`src/hw/ctw_pkg.sv`:
```
// Package with the shared constants and types of the CAN mode/wake block
package ctw_pkg;
   // Operating modes; Gray steps along the usual path
   typedef enum logic [1:0] {
      CTW_NORMAL  = 2'h0,
      CTW_RXONLY  = 2'h1,
      CTW_STANDBY = 2'h3,
      CTW_SLEEP   = 2'h2
   } ctw_mode_t;
   // Remote wake pattern states; Gray along the pattern
   typedef enum logic [1:0] {
      CTW_P_IDLE = 2'h0,
      CTW_P_DOM1 = 2'h1,
      CTW_P_REC  = 2'h3,
      CTW_P_DOM2 = 2'h2
   } ctw_pat_t;
   // Sticky status flags, one bit each
   typedef struct packed {
      logic battery_undervolt_flag;
      logic battery_power_ok_flag;
      logic converter_undervolt_flag;
      logic converter_power_ok_flag;
      logic reg2_undervolt_flag;
      logic reg2_power_ok_flag;
      logic reg3_undervolt_flag;
      logic reg3_power_ok_flag;
      logic bus_wake_flag;
      logic local_wake_flag;
      logic overtemp_warning_flag;
      logic overtemp_recover_flag;
      logic high_line_overcurrent_flag;
      logic high_line_undercurrent_flag;
      logic low_line_overcurrent_flag;
      logic low_line_undercurrent_flag;
   } ctw_flags_t;
   // Supply comparator levels: uv = below undervolt, pok = above power-ok
   typedef struct packed {
      logic bt_uv;
      logic bt_pok;
      logic cv_uv;
      logic cv_pok;
      logic r2_uv;
      logic r2_pok;
      logic r3_uv;
      logic r3_pok;
   } ctw_supply_t;
   // Register byte offsets
   localparam logic [11:0] CTW_CTRL_OFS = 12'h000;
   localparam logic [11:0] CTW_STAT_OFS = 12'h004;
   localparam logic [11:0] CTW_FLAG_OFS = 12'h008;
   // Reset values and field layout
   localparam ctw_mode_t   CTW_MODE_RST  = CTW_STANDBY;
   localparam logic [5:0]  CTW_FLT_RST   = 6'h02;
   localparam logic [15:0] CTW_BUSF_MASK = 16'h000f;
   localparam int          CTW_FLAG_W    = 16;
   localparam int          CTW_NFILT     = 6;
   localparam int          CTW_F_WAKE    = 0;
   localparam int          CTW_F_BUS     = 1;
   localparam int          CTW_F_LINE    = 2;
endpackage

```
`src/hw/ctw_top.sv`:
```
// CAN transceiver mode control, wake detection and status flags
//
// What this block does
// - Normal: driver and normal receiver on
// - Receive-only: as normal, driver off
// - Standby/sleep: low-power receiver, wake detect, undriven
// - Low power: wake levels mirror filtered detectors
// - Wake low past filter: level low, pull-down
// - Wake high past filter: level high, pull-up
// - Local wake only on filtered rising edge
// - Remote level follows bus past filter time in standby/sleep
// - Remote wake: two dominant pulses, long recessive gap
// - Pattern detection runs only in standby/sleep
// - Any set flag raises the interrupt
// - Battery undervolt: flag, standby, transceiver off
// - Battery power-ok flag on recovery
// - Converter undervolt: flag, standby, transceiver off
// - Converter power-ok flag on recovery
// - Regulator 2/3 undervolt flags set and clear
// - Regulator 2/3 power-ok flags on recovery
// - Bus wake flag on remote pattern
// - Local wake flag on valid rising wake edge in standby/sleep
// - Over-temperature warning and recover flags
// - Bus failure flags clear on read, refire
// - Line-current faults only after filter time
// - Interrupt low while any flag set
//
// Implementation choices: the placing of the registers and register access over APB.
`timescale 1ns/100ps
module ctw_top #(
   parameter int CNT_W     = 16, // Width of filter counters
   parameter int LW_FILT   = 40, // Local wake filter, cycles
   parameter int BUS_FILT  = 20, // Bus wake filter, cycles
   parameter int REC_WAKE  = 40, // Least recessive gap, cycles
   parameter int LINE_FILT = 8   // Line-current filter, cycles
) (
   input  wire logic               clock,
   input  wire logic               nrst,
   // APB slave
   input  wire logic               psel,
   input  wire logic               penable,
   input  wire logic               pwrite,
   input  wire logic [11:0]        paddr,
   input  wire logic [31:0]        pwdata,
   output logic [31:0]             prdata,
   output logic                    pready,
   output logic                    pslverr,
   // Protocol controller side
   input  wire logic               txd,
   output logic                    rxd,
   // Bus side
   input  wire logic               bus_dominant,
   output logic                    tx_dom,
   output logic                    tx_en,
   output logic                    norm_rx_en,
   output logic                    lp_rx_en,
   // Wake pin
   input  wire logic               wake_above,
   output logic                    wake_pullup,
   output logic                    wake_local,
   output logic                    wake_remote,
   // Analogue monitors
   input  wire ctw_pkg::ctw_supply_t supply,
   input  wire logic               temp_warn,
   input  wire logic               temp_below_recv,
   input  wire logic [3:0]         line_raw,
   // Filtered line-current comparators and the interrupt
   output logic                    high_line_overcurrent_cmp,
   output logic                    high_line_undercurrent_cmp,
   output logic                    low_line_overcurrent_cmp,
   output logic                    low_line_undercurrent_cmp,
   output logic                    irq_n_out
);
   import ctw_pkg::*;

   // Refuse counts the counters cannot hold
   initial begin
      if (LW_FILT < 1 || LW_FILT >= (1 << CNT_W) ||
          BUS_FILT < 1 || BUS_FILT >= (1 << CNT_W) ||
          REC_WAKE < 1 || REC_WAKE >= (1 << CNT_W) ||
          LINE_FILT < 1 || LINE_FILT >= (1 << CNT_W))
         $error("ctw_top: filter count out of range");
   end

   // True for the two low-power modes
   function automatic logic is_lp(input ctw_mode_t m);
      is_lp = (m == CTW_STANDBY) || (m == CTW_SLEEP);
   endfunction

   // Filter length per filter index
   function automatic logic [CNT_W-1:0] flen_f(input int i);
      int n;
      n = LINE_FILT;
      if (i == CTW_F_WAKE)
         n = LW_FILT;
      else if (i == CTW_F_BUS)
         n = BUS_FILT;
      flen_f = CNT_W'(n);
   endfunction

   ctw_mode_t        mode_q;       // Current operating mode
   ctw_pat_t         pat_q;        // Remote wake pattern state
   logic [CNT_W-1:0] rec_cnt_q;    // Recessive gap length
   ctw_flags_t       flags_q;      // Sticky flags
   ctw_flags_t       flags_d;      // Next flags
   ctw_flags_t       set_v;        // Hardware set terms
   ctw_flags_t       clr_v;        // Clear terms
   ctw_supply_t      sup_q;        // Previous supply levels
   logic             warn_q;       // Previous warning level
   logic             recv_q;       // Previous recovery level
   logic             wl_q;         // Previous local wake level
   logic             lp;           // Low-power mode now
   logic             xcv_off;      // Transceiver forced off
   logic [CTW_NFILT-1:0] filt_in;  // Filter inputs
   logic [CTW_NFILT-1:0] filt_en;  // Filter enables
   logic [CTW_NFILT-1:0] flt;      // Filtered levels
   logic [31:0]      prdata_q;     // Read data register
   logic             rd_acc;       // Read access phase
   logic             wr_acc;       // Write access phase
   logic             rd_setup;     // Read setup phase
   logic             map_ok;       // Address decodes
   logic [31:0]      rd_mux;       // Read data source
   logic             tx_en_q;      // Driver enable register
   logic             tx_dom_q;     // Dominant drive register
   logic             rxd_q;        // Receive output register

   assign lp = is_lp(mode_q);
   // Battery or converter undervolt switches the transceiver off
   assign xcv_off = flags_q.battery_undervolt_flag ||
                    flags_q.converter_undervolt_flag;

   // Filter inputs: wake pin, bus recessive, four line comparators
   assign filt_in = {line_raw, ~bus_dominant, wake_above};
   assign filt_en = {4'hf, lp, lp};

   // Glitch filters: level changes once input differs past length
   genvar gi;
   for (gi = 0; gi < CTW_NFILT; gi++) begin : g_filt
      logic [CNT_W-1:0] cnt_q; // Cycles input has differed
      logic             lvl_q; // Filtered level
      always_ff @(posedge clock or negedge nrst) begin
         if (!nrst) begin
            cnt_q <= '0;
            lvl_q <= CTW_FLT_RST[gi];
         end else if (!filt_en[gi] || filt_in[gi] == lvl_q) begin
            cnt_q <= '0;
         end else if (cnt_q == flen_f(gi)) begin
            // Differed longer than filter time
            lvl_q <= filt_in[gi];
            cnt_q <= '0;
         end else begin
            cnt_q <= cnt_q + 1'b1;
         end
      end
      assign flt[gi] = lvl_q;
   end

   // Wake levels and bias follow the filtered detectors
   assign wake_local  = flt[CTW_F_WAKE];
   assign wake_pullup = flt[CTW_F_WAKE];
   assign wake_remote = flt[CTW_F_BUS];
   assign high_line_overcurrent_cmp  = flt[CTW_F_LINE+3];
   assign high_line_undercurrent_cmp = flt[CTW_F_LINE+2];
   assign low_line_overcurrent_cmp   = flt[CTW_F_LINE+1];
   assign low_line_undercurrent_cmp  = flt[CTW_F_LINE];

   // Remote wake pattern: dominant, long recessive, dominant
   always_ff @(posedge clock or negedge nrst) begin
      if (!nrst) begin
         pat_q     <= CTW_P_IDLE;
         rec_cnt_q <= '0;
      end else if (!lp) begin
         // Detection stopped outside low power
         pat_q     <= CTW_P_IDLE;
         rec_cnt_q <= '0;
      end else begin
         case (pat_q)
            CTW_P_IDLE: begin
               // First filtered dominant pulse
               if (!wake_remote)
                  pat_q <= CTW_P_DOM1;
            end
            CTW_P_DOM1: begin
               // Recessive gap begins
               if (wake_remote) begin
                  pat_q     <= CTW_P_REC;
                  rec_cnt_q <= '0;
               end
            end
            CTW_P_REC: begin
               if (!wake_remote) begin
                  // Gap long enough gives second pulse
                  if (rec_cnt_q >= CNT_W'(REC_WAKE))
                     pat_q <= CTW_P_DOM2;
                  else
                     pat_q <= CTW_P_DOM1;
               end else if (rec_cnt_q < CNT_W'(REC_WAKE)) begin
                  rec_cnt_q <= rec_cnt_q + 1'b1;
               end
            end
            CTW_P_DOM2: begin
               // Pattern found; wait for bus to free again
               if (wake_remote)
                  pat_q <= CTW_P_IDLE;
            end
            default: begin
               pat_q <= CTW_P_IDLE;
            end
         endcase
      end
   end

   // Previous levels for edge detection
   always_ff @(posedge clock or negedge nrst) begin
      if (!nrst) begin
         sup_q  <= '0;
         warn_q <= 1'b0;
         recv_q <= 1'b0;
         wl_q   <= 1'b0;
      end else begin
         sup_q  <= supply;
         warn_q <= temp_warn;
         recv_q <= temp_below_recv;
         wl_q   <= wake_local;
      end
   end

   // APB decode
   assign rd_setup = psel && !penable && !pwrite;
   assign rd_acc   = psel && penable && !pwrite;
   assign wr_acc   = psel && penable && pwrite;
   assign map_ok   = (paddr == CTW_CTRL_OFS) ||
                     (paddr == CTW_STAT_OFS) ||
                     (paddr == CTW_FLAG_OFS);

   // Hardware set terms for the flags
   always_comb begin
      set_v = '0;
      set_v.battery_undervolt_flag   = supply.bt_uv;
      set_v.battery_power_ok_flag    = supply.bt_pok &&
                                       !sup_q.bt_pok;
      set_v.converter_undervolt_flag = supply.cv_uv;
      set_v.converter_power_ok_flag  = supply.cv_pok &&
                                       !sup_q.cv_pok;
      set_v.reg2_undervolt_flag      = supply.r2_uv;
      set_v.reg2_power_ok_flag       = supply.r2_pok &&
                                       !sup_q.r2_pok;
      set_v.reg3_undervolt_flag      = supply.r3_uv;
      set_v.reg3_power_ok_flag       = supply.r3_pok &&
                                       !sup_q.r3_pok;
      set_v.bus_wake_flag            = lp && !wake_remote &&
                                       pat_q == CTW_P_REC &&
                                       rec_cnt_q >=
                                       CNT_W'(REC_WAKE);
      set_v.local_wake_flag          = lp && wake_local &&
                                       !wl_q;
      set_v.overtemp_warning_flag    = temp_warn && !warn_q;
      set_v.overtemp_recover_flag    = temp_below_recv &&
                                       !recv_q;
      // Persisting line faults keep setting their flags
      set_v.high_line_overcurrent_flag  =
         high_line_overcurrent_cmp;
      set_v.high_line_undercurrent_flag =
         high_line_undercurrent_cmp;
      set_v.low_line_overcurrent_flag   =
         low_line_overcurrent_cmp;
      set_v.low_line_undercurrent_flag  =
         low_line_undercurrent_cmp;
   end

   // Clear terms: write one to clear, read clears bus failures
   always_comb begin
      clr_v = '0;
      if (wr_acc && paddr == CTW_FLAG_OFS)
         clr_v = ctw_flags_t'(pwdata[CTW_FLAG_W-1:0] & ~CTW_BUSF_MASK);
      if (rd_acc && paddr == CTW_FLAG_OFS)
         clr_v = ctw_flags_t'(CTW_BUSF_MASK);
      // Undervolt flags clear once above power-ok
      clr_v.battery_undervolt_flag   = supply.bt_pok;
      clr_v.converter_undervolt_flag = supply.cv_pok;
      clr_v.reg2_undervolt_flag      = supply.r2_pok;
      clr_v.reg3_undervolt_flag      = supply.r3_pok;
      // Set wins over clear
      flags_d = (flags_q & ~clr_v) | set_v;
   end

   // Sticky flag register
   always_ff @(posedge clock or negedge nrst) begin
      if (!nrst)
         flags_q <= '0;
      else
         flags_q <= flags_d;
   end

   // Interrupt low while any flag is set
   assign irq_n_out = !(|flags_q);

   // Operating mode: host writes, battery or converter undervolt forces standby
   always_ff @(posedge clock or negedge nrst) begin
      if (!nrst) begin
         mode_q <= CTW_MODE_RST;
      end else if (supply.bt_uv || supply.cv_uv) begin
         mode_q <= CTW_STANDBY;
      end else if (wr_acc && paddr == CTW_CTRL_OFS) begin
         mode_q <= ctw_mode_t'(pwdata[1:0]);
      end
   end

   // Transceiver path registers
   always_ff @(posedge clock or negedge nrst) begin
      if (!nrst) begin
         tx_en_q  <= 1'b0;
         tx_dom_q <= 1'b0;
         rxd_q    <= 1'b1;
      end else begin
         // Driver only in normal mode and with no battery or converter undervolt flag set
         tx_en_q  <= mode_q == CTW_NORMAL && !xcv_off;
         tx_dom_q <= mode_q == CTW_NORMAL && !xcv_off &&
                     !txd;
         // Receive output follows bus, or remote level in low power
         rxd_q    <= lp ? wake_remote : !bus_dominant;
      end
   end

   assign tx_en      = tx_en_q;
   assign tx_dom     = tx_dom_q;
   assign rxd        = rxd_q;
   assign norm_rx_en = !lp && !xcv_off;
   assign lp_rx_en   = lp;

   // Read multiplexer
   always_comb begin
      rd_mux = '0;
      case (paddr)
         CTW_CTRL_OFS: rd_mux[1:0] = mode_q;
         CTW_STAT_OFS: begin
            rd_mux[1:0] = mode_q;
            rd_mux[3:2] = pat_q;
            rd_mux[4]   = wake_local;
            rd_mux[5]   = wake_remote;
            rd_mux[6]   = wake_pullup;
            rd_mux[7]   = tx_en_q;
            rd_mux[11:8] = flt[CTW_NFILT-1:CTW_F_LINE];
         end
         CTW_FLAG_OFS: rd_mux[CTW_FLAG_W-1:0] = flags_q;
         default: rd_mux = '0;
      endcase
   end

   // Read data captured in setup, stands through access
   always_ff @(posedge clock or negedge nrst) begin
      if (!nrst)
         prdata_q <= '0;
      else if (rd_setup)
         prdata_q <= rd_mux;
   end

   assign prdata  = prdata_q;
   assign pready  = psel && penable;
   assign pslverr = psel && penable && !map_ok;
endmodule

```
`config.mk`:
```
export PLATFORM = sky130hd
export DESIGN_NAME = ctw_top
export DESIGN_NICKNAME = d
export VERILOG_FILES = /design/src/hw/ctw_pkg.sv /design/src/hw/ctw_top.sv
export SDC_FILE = /design/constraint.sdc
export NUM_CORES = 1
export LEC_CHECK = 0
export BUFFER_PORTS_ARGS = -buffer_cell sky130_fd_sc_hd__clkbuf_2
export CAP_MARGIN = 20
export CORE_ASPECT_RATIO = 1.1
export CORE_MARGIN = 1
export CORE_UTILIZATION = 62
export DETAILED_ROUTE_END_ITERATION = 8
export PLACE_DENSITY = 0.95
export SETUP_SLACK_MARGIN = 0.3
export SLEW_MARGIN = 10
export SYNTH_ARGS = -nofsm -noshare
export SYNTH_HDL_FRONTEND = slang
export SYNTH_SLANG_ARGS = --single-unit
export TNS_END_PERCENT = 20
```
`constraint.sdc`:
```
create_clock -name clock -period 3 [get_ports clock]
set_clock_uncertainty 0.15 [all_clocks]
set_input_delay 0 -clock clock [delete_from_list [all_inputs] [get_ports clock]]
set_output_delay 0 -clock clock [all_outputs]
set_load 0.03 [all_outputs]
```
==> qor.yml, run 1 <==
run_status:
  status: "finished, final reports clean"
global_routing:
  grt_max_degree: 85
  grtUsageTotal: 0.326
  grt_pass1_wl_um: 32600
  antenna_found_initial: 0
  grt_overflow: 0
  grt_pass1_vias: 6659
sta:
  min_period_over_period: 0.840
  rsz0062_at_grt: "false"
  setup_violations: 0
  min_period_ps: 2520
  drv_slew: 0
  relSlewSlack: 0.374
  hold_violations: 0
  max_freq_ghz: 0.397
  worst_pin_slew_ps: 937
  setup-tns-final_ps: 0
logic_synthesis:
  ys_types: 55
  synth_cells: 791
  synth_edf_count: 0
  synth_seq_area_share: 0.522
  yosysWarnings: 0
  synth_area_um2: 7870
  syn_avg_cell_area_um2: 9.95
  async_reset_ff_frac: 1.00
  ys_ff_latch: 164
  synth_flop_cell: "dfrtp_1"
final_layout:
  multiInputGateArea_um2: 3450
  nNetsFinal: 989
  areaGrowthSynthToFinish_pct: 18.6
  design_area_um2: 9330
  n_antenna_cell: 0
  fill_cells: 749
  final_layout_size_suffix_gt1_frac: 0.140
  seqCellArea_um2: 4110
floorplan:
  die_height_um: 120
  rows: 42
  initial_core_util: 0.645
  fp.dieW_um: 109
  dieArea_um2: 13100
  core_area_um2: 12200
  pin_count: 113
clock_tree:
  clock-root-buffer: "clkbuf_16"
  max-clock-path-buffers: 2
  cts_resized: 0
  insertion_delay_ps: 430
  cts_max_level: 4
  clkSinkCount: 164
  cts_setup_buffers: 0
  cts-buffers-inserted: 17
  cts_tree: "done"
  clkSlewWorstSetupHoldPaths_ps: 60
worst_setup_path:
  crit_arrival_ps: 2740
  criticalPathCategory: "input port to flop"
  crit_required_ps: 3220
  worstPathMaxFanout: 7
  cp-start-kind: "input port"
  end_kind: "flop"
worst_hold_path:
  holdCritPathClass: "input port to asynchronous set/reset pin"
route:
  drt_iter0_drc: 480
  vias: 6605
  drcViolationCount: 0
  dr.pass1.iters: 5
  routed_wl_um: 19700
  wl_per_cell_um: 18.4
  ant_nets: 0
  vias_per_cell: 6.15
place:
  dp_hpwl_um: 11900
  gp_congestion: 0.899
  port_buffers: 74
  placed_cell_area_um2: 8320
power:
  p_per_area_nw_per_um2: 559
  irDropWorstVdd_v: 0.000407
  p_leak_nw: 4.06
flow_run:
  drv_cap: 0
state kept, by name (all words and copies together), names as in the netlist, 2 cells and up:
register / flops
flags_q: 16
rec_cnt_q: 16
pat_q: 2
g_filt.cnt_q: 96
prdata: 16
mode_q: 2
sup_q: 4
cells in the mapped netlist (5+ instances only):
master	number	area [µm²]
nand4_1	32	200
and2_1	11	68.8
xnor2_1	53	464
mux2_2	5	56.3
ha_1	14	175
or3_1	6	37.5
a21oi_1	11	55.1
inv_1	40	150
and3b_1	5	43.8
nor2_1	104	390
nor3_1	22	110
o21ai_0	23	115
nor4_1	40	250
dfrtp_1	160	4000
xor2_1	32	280
a22oi_1	10	75.1
and4_1	7	61.3
nand3_1	32	160
or4_1	7	52.6
a21o_1	10	75.1
buf_4	17	128
nand2_1	68	255
clkbuf_1	20	75.1
and3_1	8	50.1
worst max-delay path, stage by stage:
cell and delay (ps):
dlygate4sd3_1 540, clkbuf_2 130, nor4_4 490, dlygate4sd3_1 680, nand2_1 120, o21ai_0 210
dlygate4sd3_1 570
placed cells by master (no fill, tap or decap), types with 3 or more instances in the layout:
cell,instances
a21o_1,10
a21oi_1,11
a22o_1,3
a22oi_1,10
and2_1,11
and3_1,8
and3b_1,5
and4_1,7
buf_4,5
clkbuf_16,17
clkbuf_2,73
clkbuf_8,3
clkinvlp_4,5
conb_1,16
dfrtp_1,160
dfstp_2,4
dlygate4sd3_1,43
ha_1,14
inv_1,40
mux2_2,5
nand2_1,68
nand3_1,32
nand4_1,32
nor2_1,104
nor2b_1,4
nor3_1,22
nor4_1,40
o21ai_0,23
o2bb2ai_1,4
o31ai_1,4
or2_2,3
or3_1,6
or4_1,7
xnor2_1,53
xor2_1,32
kinds of logic (layout without fill, tap and decap cells):
group,after synthesis,count (layout),share of synthesized area
adders and majority gates,14,14,0.0223
muxes,5,5,0.00716
DFF,164,164,0.522
xor gates and xnor gates,85,85,0.0946
buffers and inverters,79,193,0.0458
and+or+nand+nor,363,363,0.238
AOI/OAI and AO/OA,80,80,0.0692
other,1,16,0.000477
where the power goes:
group          internal (W)  total (W)  switching [W]
clock               0.00128    0.00214       0.000862
sequential          0.00231    0.00247       0.000160
combinational      0.000202   0.000605       0.000403
stage by stage:
step / power, W / hold slack (ps) / cells / utilization / worst slack [ps]
global placement: 0.00302 / -70.2 / 1001 / 0.683 / 839
finish: 0.00522 / 30.4 / 1074 / 0.765 / 479
global route: 0.00539 / 68.0 / 1074 / 0.765 / 385
floorplan: 0.00285 / -446 / 806 / - / 954
CTS: 0.00521 / 29.0 / 1074 / 0.765 / 600
detailed placement: 0.00305 / -61.9 / 1001 / 0.683 / 809
final cells by class:
cell class | instances | share of cell area
Multi-Input combinational cell | 563 | 0.370
Sequential cell | 164 | 0.440
Timing Repair Buffer | 122 | 0.0905
Clock inverter | 8 | 0.0110
Inverter | 41 | 0.0165
Tap cell | 154 | 0.0206
Clock buffer | 22 | 0.0508
timing repair:
item,4_1_cts,5_1_grt
endpoints found under the hold margin,122,0
hold buffers,43,0
endpoints found under the setup margin,0,0
routing by layer:
layer / GRT usage / wire, µm / up-vias
met3: 0.0706 / 1310 / 97
met2: 0.530 / 9990 / 327
li1: - / - / 2953
met1: 0.400 / 7540 / 3228
met4: 0.183 / 892 / 0
met5: 0 / 0 / -
path summary, 6_finish.rpt:
path	start	to	slack (ps)	cells after the start
worst max-delay path	paddr[5]	prdata[15]	480	7
max in group asynchronous	nrst	g_filt[5].cnt_q[13]	1820	3
worst min-delay path	nrst	g_filt[3].cnt_q[14]	30	2
worst min register to register	sup_q[4]	flags_q[12]	260	1
worst max register to register	rec_cnt_q[11]	rec_cnt_q[0]	800	4
min in group clock	paddr[0]	flags_q[6]	30	5
Power figures use the tool's default switching activity.
==> run 2: changes to the inputs <==
Settings changed: CORE_UTILIZATION 62 to 52, PLACE_DENSITY 0.95 to 0.87.
Clock period 3 ns to 2.1 ns, I/O delays scaled along.
==> qor.yml, run 2 (same netlist as run 1, synthesis figures left out) <==
final_layout:
  largest_reg_flops: 96  # unchanged
  final_layout_size_suffix_gt1_frac: 0.181  # +0.0403
  final_cell_mix: "dfrtp_1 (156), nor2_1 (104), clkbuf_2 (73), nand2_1 (65), xnor2_1 (53)"
  seqCellArea_um2: 4110  # +0.12%
  n_antenna_cell: 0  # unchanged
  multiInputGateArea_um2: 3550  # +2.9%
  mostFrequentLayoutCell: "dfrtp_1"
  nNetsFinal: 1003  # +1.4%
  top_register: "g_filt.cnt_q"
  areaGrowthSynthToFinish_pct: 22.6
  fill_cells: 1107  # +48%
power:
  p_total_w: 0.00769  # +47%
  p_leak_nw: 4.21  # +3.6%
  p_per_area_nw_per_um2: 797  # +43%
  irDropWorstVdd_v: 0.000653  # +61%
route:
  drcViolationCount: 0  # unchanged
  ant_nets: 0  # unchanged
  wl_per_cell_um: 15.8  # -14%
  vias_per_cell: 5.57  # -9.4%
  drt_iter0_drc: 332  # -31%
  vias: 6285  # -4.8%
  routed_wl_um: 17900  # -9.5%
  dr.pass1.iters: 5  # unchanged
worst_setup_path:
  max_stage_delay_ps: 580  # -100 ps
  slowest_stage: "or4_4"
  end_kind: "flop"
  worstPathMaxFanout: 10  # +3
  r2r_slack_ps: 80  # -720 ps
  crit_required_ps: 2270  # -950 ps
  crit_chain: "or4_4 > nor4_4 > a41oi_4 > a32o_1"
  criticalPathCategory: "flop to flop"
  cp-start-kind: "flop"
  crit_arrival_ps: 2190  # -550 ps
clock_tree:
  ctsHoldBuffers: 37  # -14%
  cts_tree: "done"
  insertion_delay_ps: 430  # about the same
  clock-root-buffer: "clkbuf_16"
  max-clock-path-buffers: 2  # unchanged
  cts-buffers-inserted: 17  # unchanged
  cts_max_level: 4  # unchanged
  clkSinkCount: 164  # unchanged
  clkSlewWorstSetupHoldPaths_ps: 60  # about the same
worst_hold_path:
  holdCritPathClass: "input port to flop"
floorplan:
  fp.dieW_um: 119  # +9.0%
  core_area_um2: 14600  # +20%
  rows: 46  # +9.5%
  pin_count: 113  # unchanged
  dieArea_um2: 15600  # +19%
  initial_core_util: 0.538  # -0.107
  die_height_um: 131  # +9.0%
global_routing:
  grt_overflow: 0  # unchanged
  grtUsageTotal: 0.237  # -0.0884
  antenna_found_initial: 0  # unchanged
  grt_pass1_wl_um: 28600  # -12%
  grt_max_degree: 51  # -40%
  grt_pass1_vias: 5930  # -11%
sta:
  min_period_ps: 2020
  rsz0062_at_grt: "true"
  hold_violations: 6  # +6
  min_period_over_period: 0.962
  relSlewSlack: 0.482  # +0.108
  setup-tns-final_ps: 0  # unchanged
  whs_ps: -50.4  # -80.8 ps
  drv_slew: 0  # unchanged
  worst_pin_slew_ps: 775  # -161 ps
  max_freq_ghz: 0.495
  setup_violations: 0  # unchanged
run_status:
  status: "complete, but fails checks"
  violations: "hold timing"
flow_run:
  drv_cap: 0  # unchanged
place:
  gp_congestion: 0.913  # +1.5%
  port_buffers: 74  # unchanged
  dp_hpwl_um: 12000  # +0.87%
run 2: report_power, final:
group / switching [W] / internal, W / leakage (nW)
registers: 0.000223 / 0.00330 / 2.16
clock network: 0.00134 / 0.00190 / 0.295
logic: 0.000583 / 0.000345 / 1.75
total: 0.00214 / 0.00555 / 4.21
run 2: repair_timing:
action	4_1_cts	5_1_grt
gates resized for setup	2	18
pin swaps	4	7
setup endpoints to repair	34	74
endpoints found under the hold margin	274	4
buffers inserted	0	7
run 2: worst paths after layout:
kind,startpoint,end,cells after the start
max in group asynchronous,nrst,g_filt[4].cnt_q[2],4
min reg2reg,sup_q[6],flags_q[14],1
max reg2reg,rec_cnt_q[13],rec_cnt_q[1],4
min in group asynchronous,nrst,g_filt[2].cnt_q[8],3
min,paddr[6],prdata[13],5
max,rec_cnt_q[13],rec_cnt_q[1],4
run 2: stage by stage:
step           utilization  instances  worst slack, ps  instance area, µm²
3_5_place_dp         0.582       1052             43.4                8510
4_1_cts              0.651       1121              111                9510
3_3_place_gp         0.582       1052             92.2                8510
6_report             0.660       1128             80.6                9640
5_1_grt              0.660       1128             24.2                9640
2_1_floorplan            -        806              186                7940
run 2: area by class of cell:
cell class | count | share of cell area
clock inverter | 14 | 0.0193
clock buffer | 18 | 0.0445
tap | 192 | 0.0249
multi-input combinational | 563 | 0.369
sequential | 164 | 0.427
timing repair buffer | 136 | 0.0999
inverter | 41 | 0.0160
run 2: layer usage:
| metal | vias up | wire length (µm) | GRT usage |
|---|---|---|---|
| met5 | - | 0 | 0 |
| met4 | 0 | 620 | 0.121 |
| met3 | 46 | 960 | 0.0443 |
| met2 | 205 | 8800 | 0.397 |
| met1 | 3049 | 7490 | 0.298 |
| li1 | 2985 | - | - |
run 2: critical path, delay by kind of cell, from the launching register on:
kind            cells  cell delay (ps)
simple gates        2              900
compound gates      2              500
flops               1              380
==> run 3: changes to the inputs <==
Settings changed: CORE_UTILIZATION 52 to 62, PLACE_DENSITY 0.87 to 0.95.
Clock period 2.1 ns to 2.6 ns, I/O delays scaled along.
==> qor.yml, run 3 (same netlist as run 1, synthesis figures left out) <==
run_status:
  status: "complete, but fails checks"
  violations: "hold timing"
route:
  vias: 6635  # +5.6%
  drcViolationCount: 0  # unchanged
  vias_per_cell: 6.17  # +11%
  wl_per_cell_um: 18.5  # +17%
  routed_wl_um: 19900  # +11%
  dr.pass1.iters: 5  # unchanged
  drt_iter0_drc: 670  # +100%
  ant_nets: 0  # unchanged
clock_tree:
  max-clock-path-buffers: 2  # unchanged
  cts_setup_buffers: 0  # unchanged
  cts-buffers-inserted: 17  # unchanged
  clkSlewWorstSetupHoldPaths_ps: 70  # about the same
  cts_tree: "done"
  insertion_delay_ps: 440  # about the same
  clock-root-buffer: "clkbuf_16"
  clkSinkCount: 164  # unchanged
  cts_max_level: 4  # unchanged
worst_setup_path:
  crit_arrival_ps: 2460  # +270 ps
  end_kind: "flop"
  rr_worst_depth: 4  # unchanged
  worstPathMaxFanout: 4  # -6
  cp-start-kind: "input port"
  criticalPathCategory: "input port to flop"
  crit_required_ps: 2770  # +500 ps
place:
  placed_cell_area_um2: 8360  # -1.8%
  dp_hpwl_um: 12300  # +2.4%
  dpl_worst_slack_ps: 290  # +246 ps
  port_buffers: 74  # unchanged
  gp_congestion: 0.900  # -1.3%
sta:
  setup-tns-final_ps: 0  # unchanged
  worst_slack_ps: 317  # +236 ps
  setup_violations: 0  # unchanged
  max_freq_ghz: 0.438
  min_period_over_period: 0.878
  hold_violations: 8  # +2
  relSlewSlack: 0.402  # -0.0804
  worst_pin_slew_ps: 896  # +120 ps
  min_period_ps: 2280
  whs_ps: -10.5  # +39.9 ps
  drv_slew: 0  # unchanged
  rsz0062_at_grt: "true"
global_routing:
  grt_pass1_wl_um: 32400  # +13%
  antenna_found_initial: 0  # unchanged
  grtUsageTotal: 0.326  # +0.0887
  grt_max_degree: 76  # +49%
  grt_pass1_vias: 6636  # +12%
  grt_overflow: 0  # unchanged
final_layout:
  largest_reg_flops: 96  # unchanged
  design_area_um2: 9340  # -3.2%
  final_cell_mix: "dfrtp_1 (160), nor2_1 (104), clkbuf_2 (73), nand2_1 (68), xnor2_1 (53)"
  nNetsFinal: 988  # -1.5%
  n_antenna_cell: 0  # unchanged
  mostFrequentLayoutCell: "dfrtp_1"
  top_register: "g_filt.cnt_q"
  final_layout_size_suffix_gt1_frac: 0.148  # -0.0329
  areaGrowthSynthToFinish_pct: 18.7
power:
  p_per_area_nw_per_um2: 642  # -19%
  p_total_w: 0.00599  # -22%
  p_leak_nw: 4.08  # -2.9%
  irDropWorstVdd_v: 0.000632  # -3.3%
flow_run:
  drv_cap: 0  # unchanged
worst_hold_path:
  holdCritPathClass: "input port to asynchronous set/reset pin"
floorplan:
  fp.dieW_um: 109  # -8.3%
  dieArea_um2: 13100  # -16%
  die_height_um: 120  # -8.3%
  rows: 42  # -8.7%
  pin_count: 113  # unchanged
  core_area_um2: 12200  # -17%
  initial_core_util: 0.645  # +0.107
## run 3: final cells by class
cell class	instances	area, µm²
Timing Repair Buffer	121	840
Inverter	41	154
Multi-Input combinational cell	563	3470
Sequential cell	164	4110
Tap cell	154	193
Fill cell	745	2860
Clock buffer	19	443
Clock inverter	13	128
## run 3: per-layer routing
layer	routed length (µm)	vias to the layer above	track usage	part of all wire
met1	7580	3238	0.395	0.38
met2	9980	336	0.532	0.50
met4	881	0	0.168	0.044
li1	-	2954	-	-
met3	1420	107	0.0869	0.072
met5	0	-	0	0
## run 3: power breakdown
group	switching, W	internal [W]
registers	0.000186	0.00266
clock network	0.00108	0.00136
logic	0.000476	0.000236
## run 3: worst max-delay path: stages
cell	delay [ps]
dlygate4sd3_1	550
clkbuf_2	150
or3b_2	500
nor4_4	410
nand2_1	90
dlygate4sd3_1	570
a22o_1	180
## run 3: what timing repair did
item / CTS / global route
cloned: 0 / 0
gates resized for setup: 1 / 1
endpoints found under the hold margin: 190 / 0
hold buffers: 39 / 0
setup endpoints to repair: 1 / 5
## run 3: path summary, 6_finish.rpt
kind	start	end	slack, ps
max in group asynchronous	nrst	g_filt[1].cnt_q[6]	1530
hold reg to reg	sup_q[4]	flags_q[12]	260
hold / removal	nrst	g_filt[3].cnt_q[11]	-10
min in group clock	paddr[3]	prdata[2]	70
setup / recovery	paddr[4]	flags_q[5]	320
setup reg to reg	rec_cnt_q[11]	rec_cnt_q[0]	350
## run 3: per-stage QoR
| step | std cells | utilization |
|---|---|---|
| after floorplan | 806 | - |
| after CTS | 1075 | 0.765 |
| final | 1075 | 0.766 |
| after global placement | 1004 | 0.686 |
| after global routing | 1075 | 0.766 |
| after detailed placement | 1004 | 0.686 |
